File: src/wdt_pkg.sv
// Purpose: constants and types for the watchdog interval timer
// Assumes: 250 MHz system clock, 8-bit register space
// Notes:   one state is one system clock cycle
package wdt_pkg;
  // ----------------------------------------------------------------------
  // register addresses (lower 20 bits)
  // ----------------------------------------------------------------------
  localparam logic [19:0] ADDR_TIMER_WRITE   = 20'hFFF8C;
  localparam logic [19:0] ADDR_RESET_WRITE   = 20'hFFF8E;
  localparam logic [19:0] ADDR_CONTROL_READ  = 20'hFFF8C;
  localparam logic [19:0] ADDR_COUNTER_READ  = 20'hFFF8D;
  localparam logic [19:0] ADDR_RESET_READ    = 20'hFFF8F;
  // ----------------------------------------------------------------------
  // passwords and field positions
  // ----------------------------------------------------------------------
  localparam logic [7:0] KEY_COUNTER         = 8'h5A;
  localparam logic [7:0] KEY_CONTROL         = 8'hA5;
  localparam logic [7:0] CLEAR_DATA          = 8'h00;
  localparam int         BIT_OVERFLOW        = 7;
  localparam int         BIT_MODE            = 6;
  localparam int         BIT_RUN             = 5;
  localparam int         BIT_WATCHDOG_RESET_FLAG            = 7;
  localparam int         BIT_RESET_OUTPUT_ENABLE           = 6;
  localparam logic [7:0] CONTROL_FIXED_ONES  = 8'h18;
  localparam logic [7:0] RESET_FIXED_ONES    = 8'h3F;
  localparam logic [7:0] COUNTER_RESET       = 8'h00;
  // ----------------------------------------------------------------------
  // timing in states (clock cycles)
  // ----------------------------------------------------------------------
  localparam int          CLOCK_MHZ          = 250;
  localparam int          INTERNAL_RESET_STATES = 518;
  localparam int          OUTPUT_RESET_STATES   = 132;
  localparam logic [9:0]  INTERNAL_RESET_CYCLES =
    10'(INTERNAL_RESET_STATES);
  localparam logic [9:0]  OUTPUT_RESET_CYCLES   =
    10'(OUTPUT_RESET_STATES);
  localparam logic [11:0] PRESCALE_MAX       = 12'hFFF;

  // bus request carried as one group
  typedef struct packed {
    logic        read;
    logic        write;
    logic        word;
    logic [19:0] addr;
    logic [15:0] wdata;
  } bus_req_type;

  typedef enum logic [2:0] {
    RST_IDLE     = 3'b001,
    RST_ACTIVE   = 3'b010,
    RST_OUT_DONE = 3'b100
  } rst_state_type;
endpackage
File: src/watchdog_interval_timer.sv
// Purpose: 8-bit watchdog / interval timer with password writes
// Assumes: synchronous register port, one access per clock, clk 250 MHz
// Notes:   reset is the external reset_in_pin; internal watchdog reset is
//          an output that the chip feeds back to the rest of the logic
`timescale 1ns/1ps
module watchdog_interval_timer (
  input  wire logic                 clk,           // system clock
  input  wire logic                 reset,         // pin reset, async high
  input  wire wdt_pkg::bus_req_type bus_req,       // register access
  output logic [7:0]                rdata,         // registered read data
  output logic                      interval_interrupt, // interval irq
  output logic                      chip_reset,    // internal chip reset
  output logic                      reset_out_pin_n // reset out, active low
);
  import wdt_pkg::*;

  // ----------------------------------------------------------------------
  // state
  // ----------------------------------------------------------------------
  typedef struct packed {
    logic [7:0]    watch_counter;
    logic          overflow_flag;
    logic          timer_mode_select;
    logic          count_run_enable;
    logic [2:0]    clock_select;
    logic          watchdog_reset_flag;
    logic          reset_output_enable;
    logic          ovf_seen_set;     // overflow flag read as one
    logic          watchdog_reset_flag_seen_set;    // reset flag read as one
    logic [11:0]   prescaler;
    logic [9:0]    rst_count;
    rst_state_type rst_state;
    logic [7:0]    rdata;
    logic          irq;
    logic          chip_reset;
    logic          reset_out_n;
  } state_type;

  state_type state_reg;
  state_type state_next;

  // prescaler tap for each clock select code
  function automatic logic tick_of(input logic [2:0] sel,
                                   input logic [11:0] pre_now,
                                   input logic [11:0] pre_nxt);
    logic [3:0] tap;
    tap = 4'h0;
    unique case (sel)
      3'h0: tap = 4'h0;   // /2
      3'h1: tap = 4'h4;   // /32
      3'h2: tap = 4'h5;   // /64
      3'h3: tap = 4'h6;   // /128
      3'h4: tap = 4'h7;   // /256
      3'h5: tap = 4'h8;   // /512
      3'h6: tap = 4'hA;   // /2048
      3'h7: tap = 4'hB;   // /4096
    endcase
    // falling edge of the tap bit gives one pulse per period
    return pre_now[tap] & ~pre_nxt[tap];
  endfunction

  // ----------------------------------------------------------------------
  // next state
  // ----------------------------------------------------------------------
  always_comb begin
    logic        wr_word;
    logic        wr_timer;
    logic        wr_reset;
    logic [7:0]  key;
    logic [7:0]  data;
    logic        tick;
    logic        overflow;
    logic [11:0] pre_inc;
    state_next = state_reg;
    wr_word  = bus_req.write & bus_req.word;
    wr_timer = wr_word & (bus_req.addr == ADDR_TIMER_WRITE);
    wr_reset = wr_word & (bus_req.addr == ADDR_RESET_WRITE);
    key      = bus_req.wdata[15:8];
    data     = bus_req.wdata[7:0];
    overflow = 1'b0;
    tick     = 1'b0;
    pre_inc  = 12'h000;

    // prescaler runs only while counting so periods start clean
    pre_inc = state_reg.count_run_enable ?
              state_reg.prescaler + 12'h001 : 12'h000;
    state_next.prescaler = pre_inc;
    tick = state_reg.count_run_enable &
           tick_of(state_reg.clock_select, state_reg.prescaler,
                   pre_inc);

    // counter: write wins over a count pulse in the same cycle
    if (wr_timer && key == KEY_COUNTER) begin
      state_next.watch_counter = data;
    end else if (!state_reg.count_run_enable) begin
      state_next.watch_counter = COUNTER_RESET;
    end else if (tick) begin
      state_next.watch_counter = state_reg.watch_counter + 8'h01;
      overflow = (state_reg.watch_counter == 8'hFF);
    end

    // read side: arm the read-then-zero clears
    if (bus_req.read && bus_req.addr == ADDR_CONTROL_READ &&
        state_reg.overflow_flag) begin
      state_next.ovf_seen_set = 1'b1;
    end
    if (bus_req.read && bus_req.addr == ADDR_RESET_READ &&
        state_reg.watchdog_reset_flag) begin
      state_next.watchdog_reset_flag_seen_set = 1'b1;
    end

    // control/status write; flag bit accepts only a zero after a read
    if (wr_timer && key == KEY_CONTROL) begin
      state_next.timer_mode_select = data[BIT_MODE];
      state_next.count_run_enable  = data[BIT_RUN];
      state_next.clock_select      = data[2:0];
      if (!data[BIT_OVERFLOW] && state_reg.ovf_seen_set) begin
        state_next.overflow_flag = 1'b0;
        state_next.ovf_seen_set  = 1'b0;
      end
    end

    // reset control/status writes
    if (wr_reset && key == KEY_CONTROL && data == CLEAR_DATA &&
        state_reg.watchdog_reset_flag_seen_set) begin
      state_next.watchdog_reset_flag = 1'b0;
      state_next.watchdog_reset_flag_seen_set       = 1'b0;
    end
    if (wr_reset && key == KEY_COUNTER) begin
      state_next.reset_output_enable = data[BIT_RESET_OUTPUT_ENABLE];
    end

    // overflow: flag set wins over a clear in the same cycle
    if (overflow) begin
      state_next.overflow_flag = 1'b1;
      if (state_reg.timer_mode_select) begin
        state_next.watchdog_reset_flag = 1'b1;
        state_next.rst_state  = RST_ACTIVE;
        state_next.rst_count  = 10'h000;
        state_next.chip_reset = 1'b1;
        state_next.reset_out_n = ~state_reg.reset_output_enable;
      end
    end

    // internal reset sequencer
    unique case (state_reg.rst_state)
      RST_IDLE: begin
      end
      RST_ACTIVE, RST_OUT_DONE: begin
        state_next.rst_count = state_reg.rst_count + 10'h001;
        if (state_reg.rst_count == OUTPUT_RESET_CYCLES - 10'h001) begin
          state_next.reset_out_n = 1'b1;
          state_next.rst_state   = RST_OUT_DONE;
        end
        if (state_reg.rst_count == INTERNAL_RESET_CYCLES - 10'h001) begin
          state_next.chip_reset = 1'b0;
          state_next.rst_state  = RST_IDLE;
        end
      end
    endcase

    // internal reset clears timer state but not WATCHDOG_RESET_FLAG/RESET_OUTPUT_ENABLE
    if (state_reg.chip_reset) begin
      state_next.watch_counter     = COUNTER_RESET;
      state_next.overflow_flag     = 1'b0;
      state_next.timer_mode_select = 1'b0;
      state_next.count_run_enable  = 1'b0;
      state_next.clock_select      = 3'h0;
      state_next.ovf_seen_set      = 1'b0;
      state_next.prescaler         = 12'h000;
    end

    // interrupt follows the flag in interval mode while counting is enabled
    state_next.irq = state_next.overflow_flag &
                     ~state_next.timer_mode_select &
                     state_next.count_run_enable;

    // registered byte reads
    unique case (bus_req.addr)
      ADDR_CONTROL_READ: state_next.rdata =
        {state_reg.overflow_flag, state_reg.timer_mode_select,
         state_reg.count_run_enable, 2'b11, state_reg.clock_select};
      ADDR_COUNTER_READ: state_next.rdata = state_reg.watch_counter;
      ADDR_RESET_READ:   state_next.rdata =
        {state_reg.watchdog_reset_flag, state_reg.reset_output_enable,
         6'h3F};
      default:           state_next.rdata = 8'h00;
    endcase
  end

  // ----------------------------------------------------------------------
  // registers; pin reset overrides everything, including a watchdog
  // reset in the same cycle
  // ----------------------------------------------------------------------
  always_ff @(posedge clk or posedge reset) begin
    if (reset) begin
      state_reg <= '{watch_counter: COUNTER_RESET,
                     clock_select: 3'h0,
                     watchdog_reset_flag: 1'b0,
                     reset_output_enable: 1'b0,
                     prescaler: 12'h000,
                     rst_count: 10'h000,
                     rst_state: RST_IDLE,
                     rdata: 8'h00,
                     reset_out_n: 1'b1,
                     default: 1'b0};
    end else begin
      state_reg <= state_next;
    end
  end

  assign rdata              = state_reg.rdata;
  assign interval_interrupt = state_reg.irq;
  assign chip_reset         = state_reg.chip_reset;
  assign reset_out_pin_n    = state_reg.reset_out_n;
endmodule // watchdog_interval_timer

File: config.mk
export PLATFORM = sky130hd
export DESIGN_NAME = watchdog_interval_timer
export DESIGN_NICKNAME = d
export VERILOG_FILES = /design/src/wdt_pkg.sv /design/src/watchdog_interval_timer.sv
export SDC_FILE = /design/constraint.sdc
export NUM_CORES = 1
export LEC_CHECK = 0
export ABC_AREA = 1
export BUFFER_PORTS_ARGS = -buffer_cell sky130_fd_sc_hd__buf_2
export CORE_ASPECT_RATIO = 2
export CORE_MARGIN = 5
export CORE_UTILIZATION = 50
export CTS_BUF_LIST = sky130_fd_sc_hd__clkbuf_4 sky130_fd_sc_hd__clkbuf_8
export CTS_CLUSTER_SIZE = 28
export DETAILED_ROUTE_END_ITERATION = 10
export HOLD_SLACK_MARGIN = 0.02
export PLACE_DENSITY = 0.74
export SLEW_MARGIN = 5
export SYNTH_ARGS = -nofsm -noshare
export SYNTH_HDL_FRONTEND = slang
export SYNTH_SLANG_ARGS = --single-unit
File: constraint.sdc
create_clock -name clk -period 3.1 [get_ports clk]
set_input_delay 0.155 -clock clk [delete_from_list [all_inputs] [get_ports clk]]
set_output_delay 0.155 -clock clk [all_outputs]
set_load 0.005 [all_outputs]
==> impl_metrics.prom <==
# TYPE chip_impl_metric gauge
chip_impl_info{name="outcome",value="complete, no violations"} 1
chip_impl_metric{name="floorplan.initialDensity",unit="%"} 50.5
chip_impl_metric{name="detailroute.via_count",unit=""} 3321
chip_impl_metric{name="power_per_cell_area",unit="mW/mm²"} 305
chip_impl_metric{name="routed_wire_length",unit="µm"} 8870
chip_impl_info{name="hold_path_class",value="in -> reg"} 1
chip_impl_metric{name="clkSlewWorstSetupHoldPaths",unit="ns"} 0.10
chip_impl_metric{name="timing.critical_path.fanout_max",unit=""} 14
chip_impl_metric{name="largest_register_ffs",unit=""} 43
chip_impl_metric{name="numPlacedInstances",unit=""} 598
chip_impl_info{name="crit_chain",value="inv_1 > ha_1 > inv_1 > nand2_4 > nand2_2 > nand2_1 > nand3_1 > nand2_1 > nand2_1 > nand2_1 > inv_2 > nand3b_4 > nor2_4 > nand2_1 > nand3_2 > o21ai_0 > o21ai_2"} 1
chip_impl_info{name="timing.critical_path.mode_cell",value="sky130_fd_sc_hd__nand2_1"} 1
chip_impl_info{name="r2r_start",value="state_reg[40]$_DFFE_PP0P_"} 1
chip_impl_metric{name="cts_inserted_buffers",unit=""} 5
chip_impl_info{name="layout.cells.most_common",value="sky130_fd_sc_hd__nand2_1"} 1
chip_impl_metric{name="die-area",unit="mm²"} 0.00882
chip_impl_metric{name="syn-instance-count",unit=""} 471
chip_impl_metric{name="synth.yosys.seq_area_share",unit="%"} 38.9
chip_impl_info{name="worstHoldEndpoint",value="state_reg[36]$_DFFE_PP0P_"} 1
chip_impl_metric{name="timing_worst_slew_pin_value",unit="ns"} 0.715
chip_impl_metric{name="headroom_to_the_max_slew_limit",unit="%"} 52.3
chip_impl_metric{name="die_height",unit="µm"} 128
chip_impl_metric{name="max_stage_delay",unit="ns"} 0.42
chip_impl_metric{name="final-instance-count-excl-fill",unit=""} 607
chip_impl_metric{name="drcViolationCount",unit=""} 0
chip_impl_metric{name="htreeDepth",unit=""} 2
chip_impl_metric{name="grt.overflow.total",unit=""} 0
chip_impl_metric{name="grt_pass1_wl",unit="µm"} 14900
chip_impl_metric{name="io_buffer_count",unit=""} 51
chip_impl_metric{name="firstDrtPassIters",unit=""} 5
chip_impl_metric{name="clock_insertion_delay_worst_skew",unit="ns"} 0.33
chip_impl_metric{name="routed_wire_length_per_instance",unit="µm"} 14.6
chip_impl_info{name="rsz_0062_raised_after_global_routing",value="no"} 1
chip_impl_info{name="clock_tree_from_tritoncts",value="done"} 1
chip_impl_info{name="min-delay-start",value="bus_req[38]"} 1
chip_impl_metric{name="dr.first_iter.drc_count",unit=""} 185
chip_impl_metric{name="drt.antenna.violating_nets",unit=""} 0
chip_impl_info{name="critical_path.reg2reg.endpoint",value="state_reg[48]$_DFFE_PP0P_"} 1
chip_impl_metric{name="power_leakage",unit="µW"} 0.00180
chip_impl_metric{name="final_max_tran_viols",unit=""} 0
chip_impl_info{name="setup.worst_path.start_class",value="flop"} 1
chip_impl_metric{name="cap_violations",unit=""} 0
chip_impl_metric{name="achievable-frequency",unit="GHz"} 0.401
chip_impl_metric{name="grtUsageTotal",unit="%"} 22.0
chip_impl_metric{name="growth_of_design_area_from_synthesis_to_finish",unit="%"} 10.8
chip_impl_metric{name="grt_pass1_vias",unit=""} 3361
chip_impl_metric{name="final_period_minus_worst_setup_slack",unit="ns"} 2.49
chip_impl_metric{name="max-clock-path-buffers",unit=""} 2
chip_impl_metric{name="synth_async_sr_flop_share",unit="%"} 100
chip_impl_metric{name="placement_rows",unit=""} 43
chip_impl_metric{name="setup_tns_final",unit="ns"} 0
chip_impl_info{name="postSynth.topFlopCell",value="sky130_fd_sc_hd__dfrtp_1"} 1
chip_impl_metric{name="synth_enable_flop_cells",unit=""} 0
chip_impl_metric{name="design.portCount",unit=""} 52
chip_impl_metric{name="layout_worst_path_cycle_share",unit="%"} 80.4
chip_impl_info{name="cts_root_buf",value="sky130_fd_sc_hd__clkbuf_8"} 1
chip_impl_info{name="layout.cells.most_common_list",value="sky130_fd_sc_hd__nand2_1, sky130_fd_sc_hd__inv_1, sky130_fd_sc_hd__nand3_1"} 1
chip_impl_metric{name="net_count_of_the_mapped_netlist",unit=""} 518
chip_impl_info{name="worst_setup_path_end_kind",value="flop"} 1
chip_impl_info{name="criticalPathCategory",value="reg -> reg"} 1
chip_impl_metric{name="post_cts_resized",unit=""} 0
chip_impl_metric{name="die_w",unit="µm"} 69.0
chip_impl_metric{name="worstPathRequired",unit="ns"} 3.35
chip_impl_metric{name="ys_seq_elements",unit=""} 54
chip_impl_info{name="gate_family_responsible_for_the_most_delay_along_the_worst_path",value="simple AND/OR/NAND/NOR gates"} 1
chip_impl_metric{name="ff2ff_path_depth",unit=""} 17
chip_impl_metric{name="drt-vias-per-instance",unit=""} 5.47
chip_impl_metric{name="core_area",unit="mm²"} 0.00689
chip_impl_metric{name="ff2ff_setup_slack",unit="ns"} 0.61
chip_impl_metric{name="finalSetupViolations",unit=""} 0
chip_impl_metric{name="layout-drive-gt1-share",unit="%"} 18.8
chip_impl_metric{name="ir_worst_vdd",unit="V"} 0.000294
chip_impl_metric{name="finClkSkew",unit="ns"} 0.0171
chip_impl_metric{name="mappedNetlistArea",unit="mm²"} 0.00348
chip_impl_metric{name="n_antenna_cell",unit=""} 0
chip_impl_metric{name="number_of_cells_on_the_worst_hold_path",unit=""} 3
chip_impl_metric{name="cts.sink_count",unit=""} 54
chip_impl_metric{name="synthDistinctLibCells",unit=""} 41
chip_impl_metric{name="critical_path.n_buffers_inverters",unit=""} 3
chip_impl_metric{name="number_of_hold_slack_violations_in_the_final_timing_report",unit=""} 0
chip_impl_info{name="crit_slowest_cell",value="sky130_fd_sc_hd__dfrtp_1"} 1
chip_impl_metric{name="antenna_found_initial",unit=""} 0
chip_impl_metric{name="hpwlAfterDp",unit="µm"} 6940
chip_impl_metric{name="nNetsFinal",unit=""} 563
chip_impl_metric{name="largest_net_degree_at_the_start_of_global_routing",unit=""} 36
chip_impl_metric{name="synth.avg_cell_area",unit="µm²"} 7.38
chip_impl_metric{name="place_congestion",unit=""} 0.923
chip_impl_metric{name="critical_path_arrival",unit="ns"} 2.74
chip_impl_metric{name="count_of_yosys_warnings_during_synthesis",unit=""} 0
-- timing repair --
action,CTS,global route
setup buffers,0,0
hold buffers,1,0
hold endpoints to repair,33,0
-- power by group --
part | internal [µW] | leakage, µW | total, µW | switching (µW)
registers | 704 | 0.000669 | 704 | 0.0000445
clock network | 169 | 0.0000486 | 412 | 243
logic | 23.4 | 0.00108 | 57.6 | 34.1
total | 896 | 0.00180 | 1170 | 278
-- kinds of logic after synthesis --
logic type / synth area share, %
AOI/OAI and AO/OA: 11.8
xor gates and xnor gates: 1.76
adders and majority gates: 2.16
buffers and inverters: 11.0
DFF: 38.9
and+or+nand+nor: 34.3
-- cell usage after synthesis, types with 2 or more instances --
master / instances / area (µm²)
sky130_fd_sc_hd__nand3_2: 4 / 40.0
sky130_fd_sc_hd__ha_1: 6 / 75.1
sky130_fd_sc_hd__inv_1: 65 / 244
sky130_fd_sc_hd__nand4_1: 14 / 87.6
sky130_fd_sc_hd__inv_2: 4 / 15.0
sky130_fd_sc_hd__o22ai_1: 4 / 25.0
sky130_fd_sc_hd__nor2_1: 52 / 195
sky130_fd_sc_hd__dfrtp_1: 52 / 1300
sky130_fd_sc_hd__nor3_1: 13 / 65.1
sky130_fd_sc_hd__o31ai_1: 2 / 15.0
sky130_fd_sc_hd__buf_4: 8 / 60.1
sky130_fd_sc_hd__nor4_1: 4 / 25.0
sky130_fd_sc_hd__clkbuf_1: 3 / 11.3
sky130_fd_sc_hd__o21ai_1: 4 / 20.0
sky130_fd_sc_hd__o21ai_2: 8 / 70.1
sky130_fd_sc_hd__xor2_1: 6 / 52.6
sky130_fd_sc_hd__buf_1: 2 / 7.51
sky130_fd_sc_hd__nand3_1: 57 / 285
sky130_fd_sc_hd__nand2_2: 2 / 12.5
sky130_fd_sc_hd__o221ai_1: 6 / 52.6
sky130_fd_sc_hd__nor2_4: 2 / 22.5
sky130_fd_sc_hd__or2_2: 2 / 12.5
sky130_fd_sc_hd__nor2_2: 2 / 12.5
sky130_fd_sc_hd__a21oi_1: 10 / 50.1
sky130_fd_sc_hd__nand2_1: 97 / 364
sky130_fd_sc_hd__a21oi_2: 2 / 17.5
sky130_fd_sc_hd__a31oi_1: 2 / 12.5
sky130_fd_sc_hd__o21bai_1: 4 / 30.0
sky130_fd_sc_hd__dfstp_2: 2 / 52.6
sky130_fd_sc_hd__o21ai_0: 19 / 95.1
sky130_fd_sc_hd__buf_6: 3 / 33.8
-- metrics by stage --
step                instance area (µm²)  hold WS [ns]  util, %  worst slack [ns]  power (µW)
finish                             3850         0.110     55.9             0.606        1170
global route                       3850         0.124     55.9             0.339        1220
CTS                                3850         0.108     55.9             0.604        1180
detailed placement                 3750         0.315     54.5             0.631         775
global placement                   3750         0.303     54.5             0.730         773
floorplan                          3480         0.280        -             0.863         738
-- worst max path at each step --
stage	start	to	slack (ns)	cells past startpoint
2_1_floorplan	state_reg[40]$_DFFE_PP0P_	state_reg[18]$_DFFE_PP0P_	0.86	15
3_3_place_gp	state_reg[40]$_DFFE_PP0P_	state_reg[48]$_DFFE_PP0P_	0.73	17
3_5_place_dp	state_reg[40]$_DFFE_PP0P_	state_reg[48]$_DFFE_PP0P_	0.63	17
4_1_cts	state_reg[40]$_DFFE_PP0P_	state_reg[48]$_DFFE_PP0P_	0.60	17
5_1_grt	state_reg[40]$_DFFE_PP0P_	state_reg[48]$_DFFE_PP0P_	0.34	17
6_report	state_reg[40]$_DFFE_PP0P_	state_reg[48]$_DFFE_PP0P_	0.61	17
-- tightest hold or removal path, stage by stage --
cell,delay [ns]
sky130_fd_sc_hd__buf_2,0.11
sky130_fd_sc_hd__nand3_1,0.07
sky130_fd_sc_hd__a21oi_1,0.06
-- per-layer routing --
metal,track usage (%),share of wire [%]
met1,22.8,36
met2,41.3,58
met3,2.63,3.4
met4,10.2,3.1
met5,0,0
-- final cells by class --
| type | count | area [µm²] |
|---|---|---|
| Timing Repair Buffer | 56 | 295 |
| Fill cell | 725 | 3040 |
| Clock inverter | 2 | 13.8 |
| Inverter | 69 | 259 |
| Multi-Input combinational cell | 330 | 1740 |
| Clock buffer | 6 | 76.3 |
| Sequential cell | 54 | 1350 |
| Tap cell | 90 | 113 |
(Power assumes the default switching activity.)
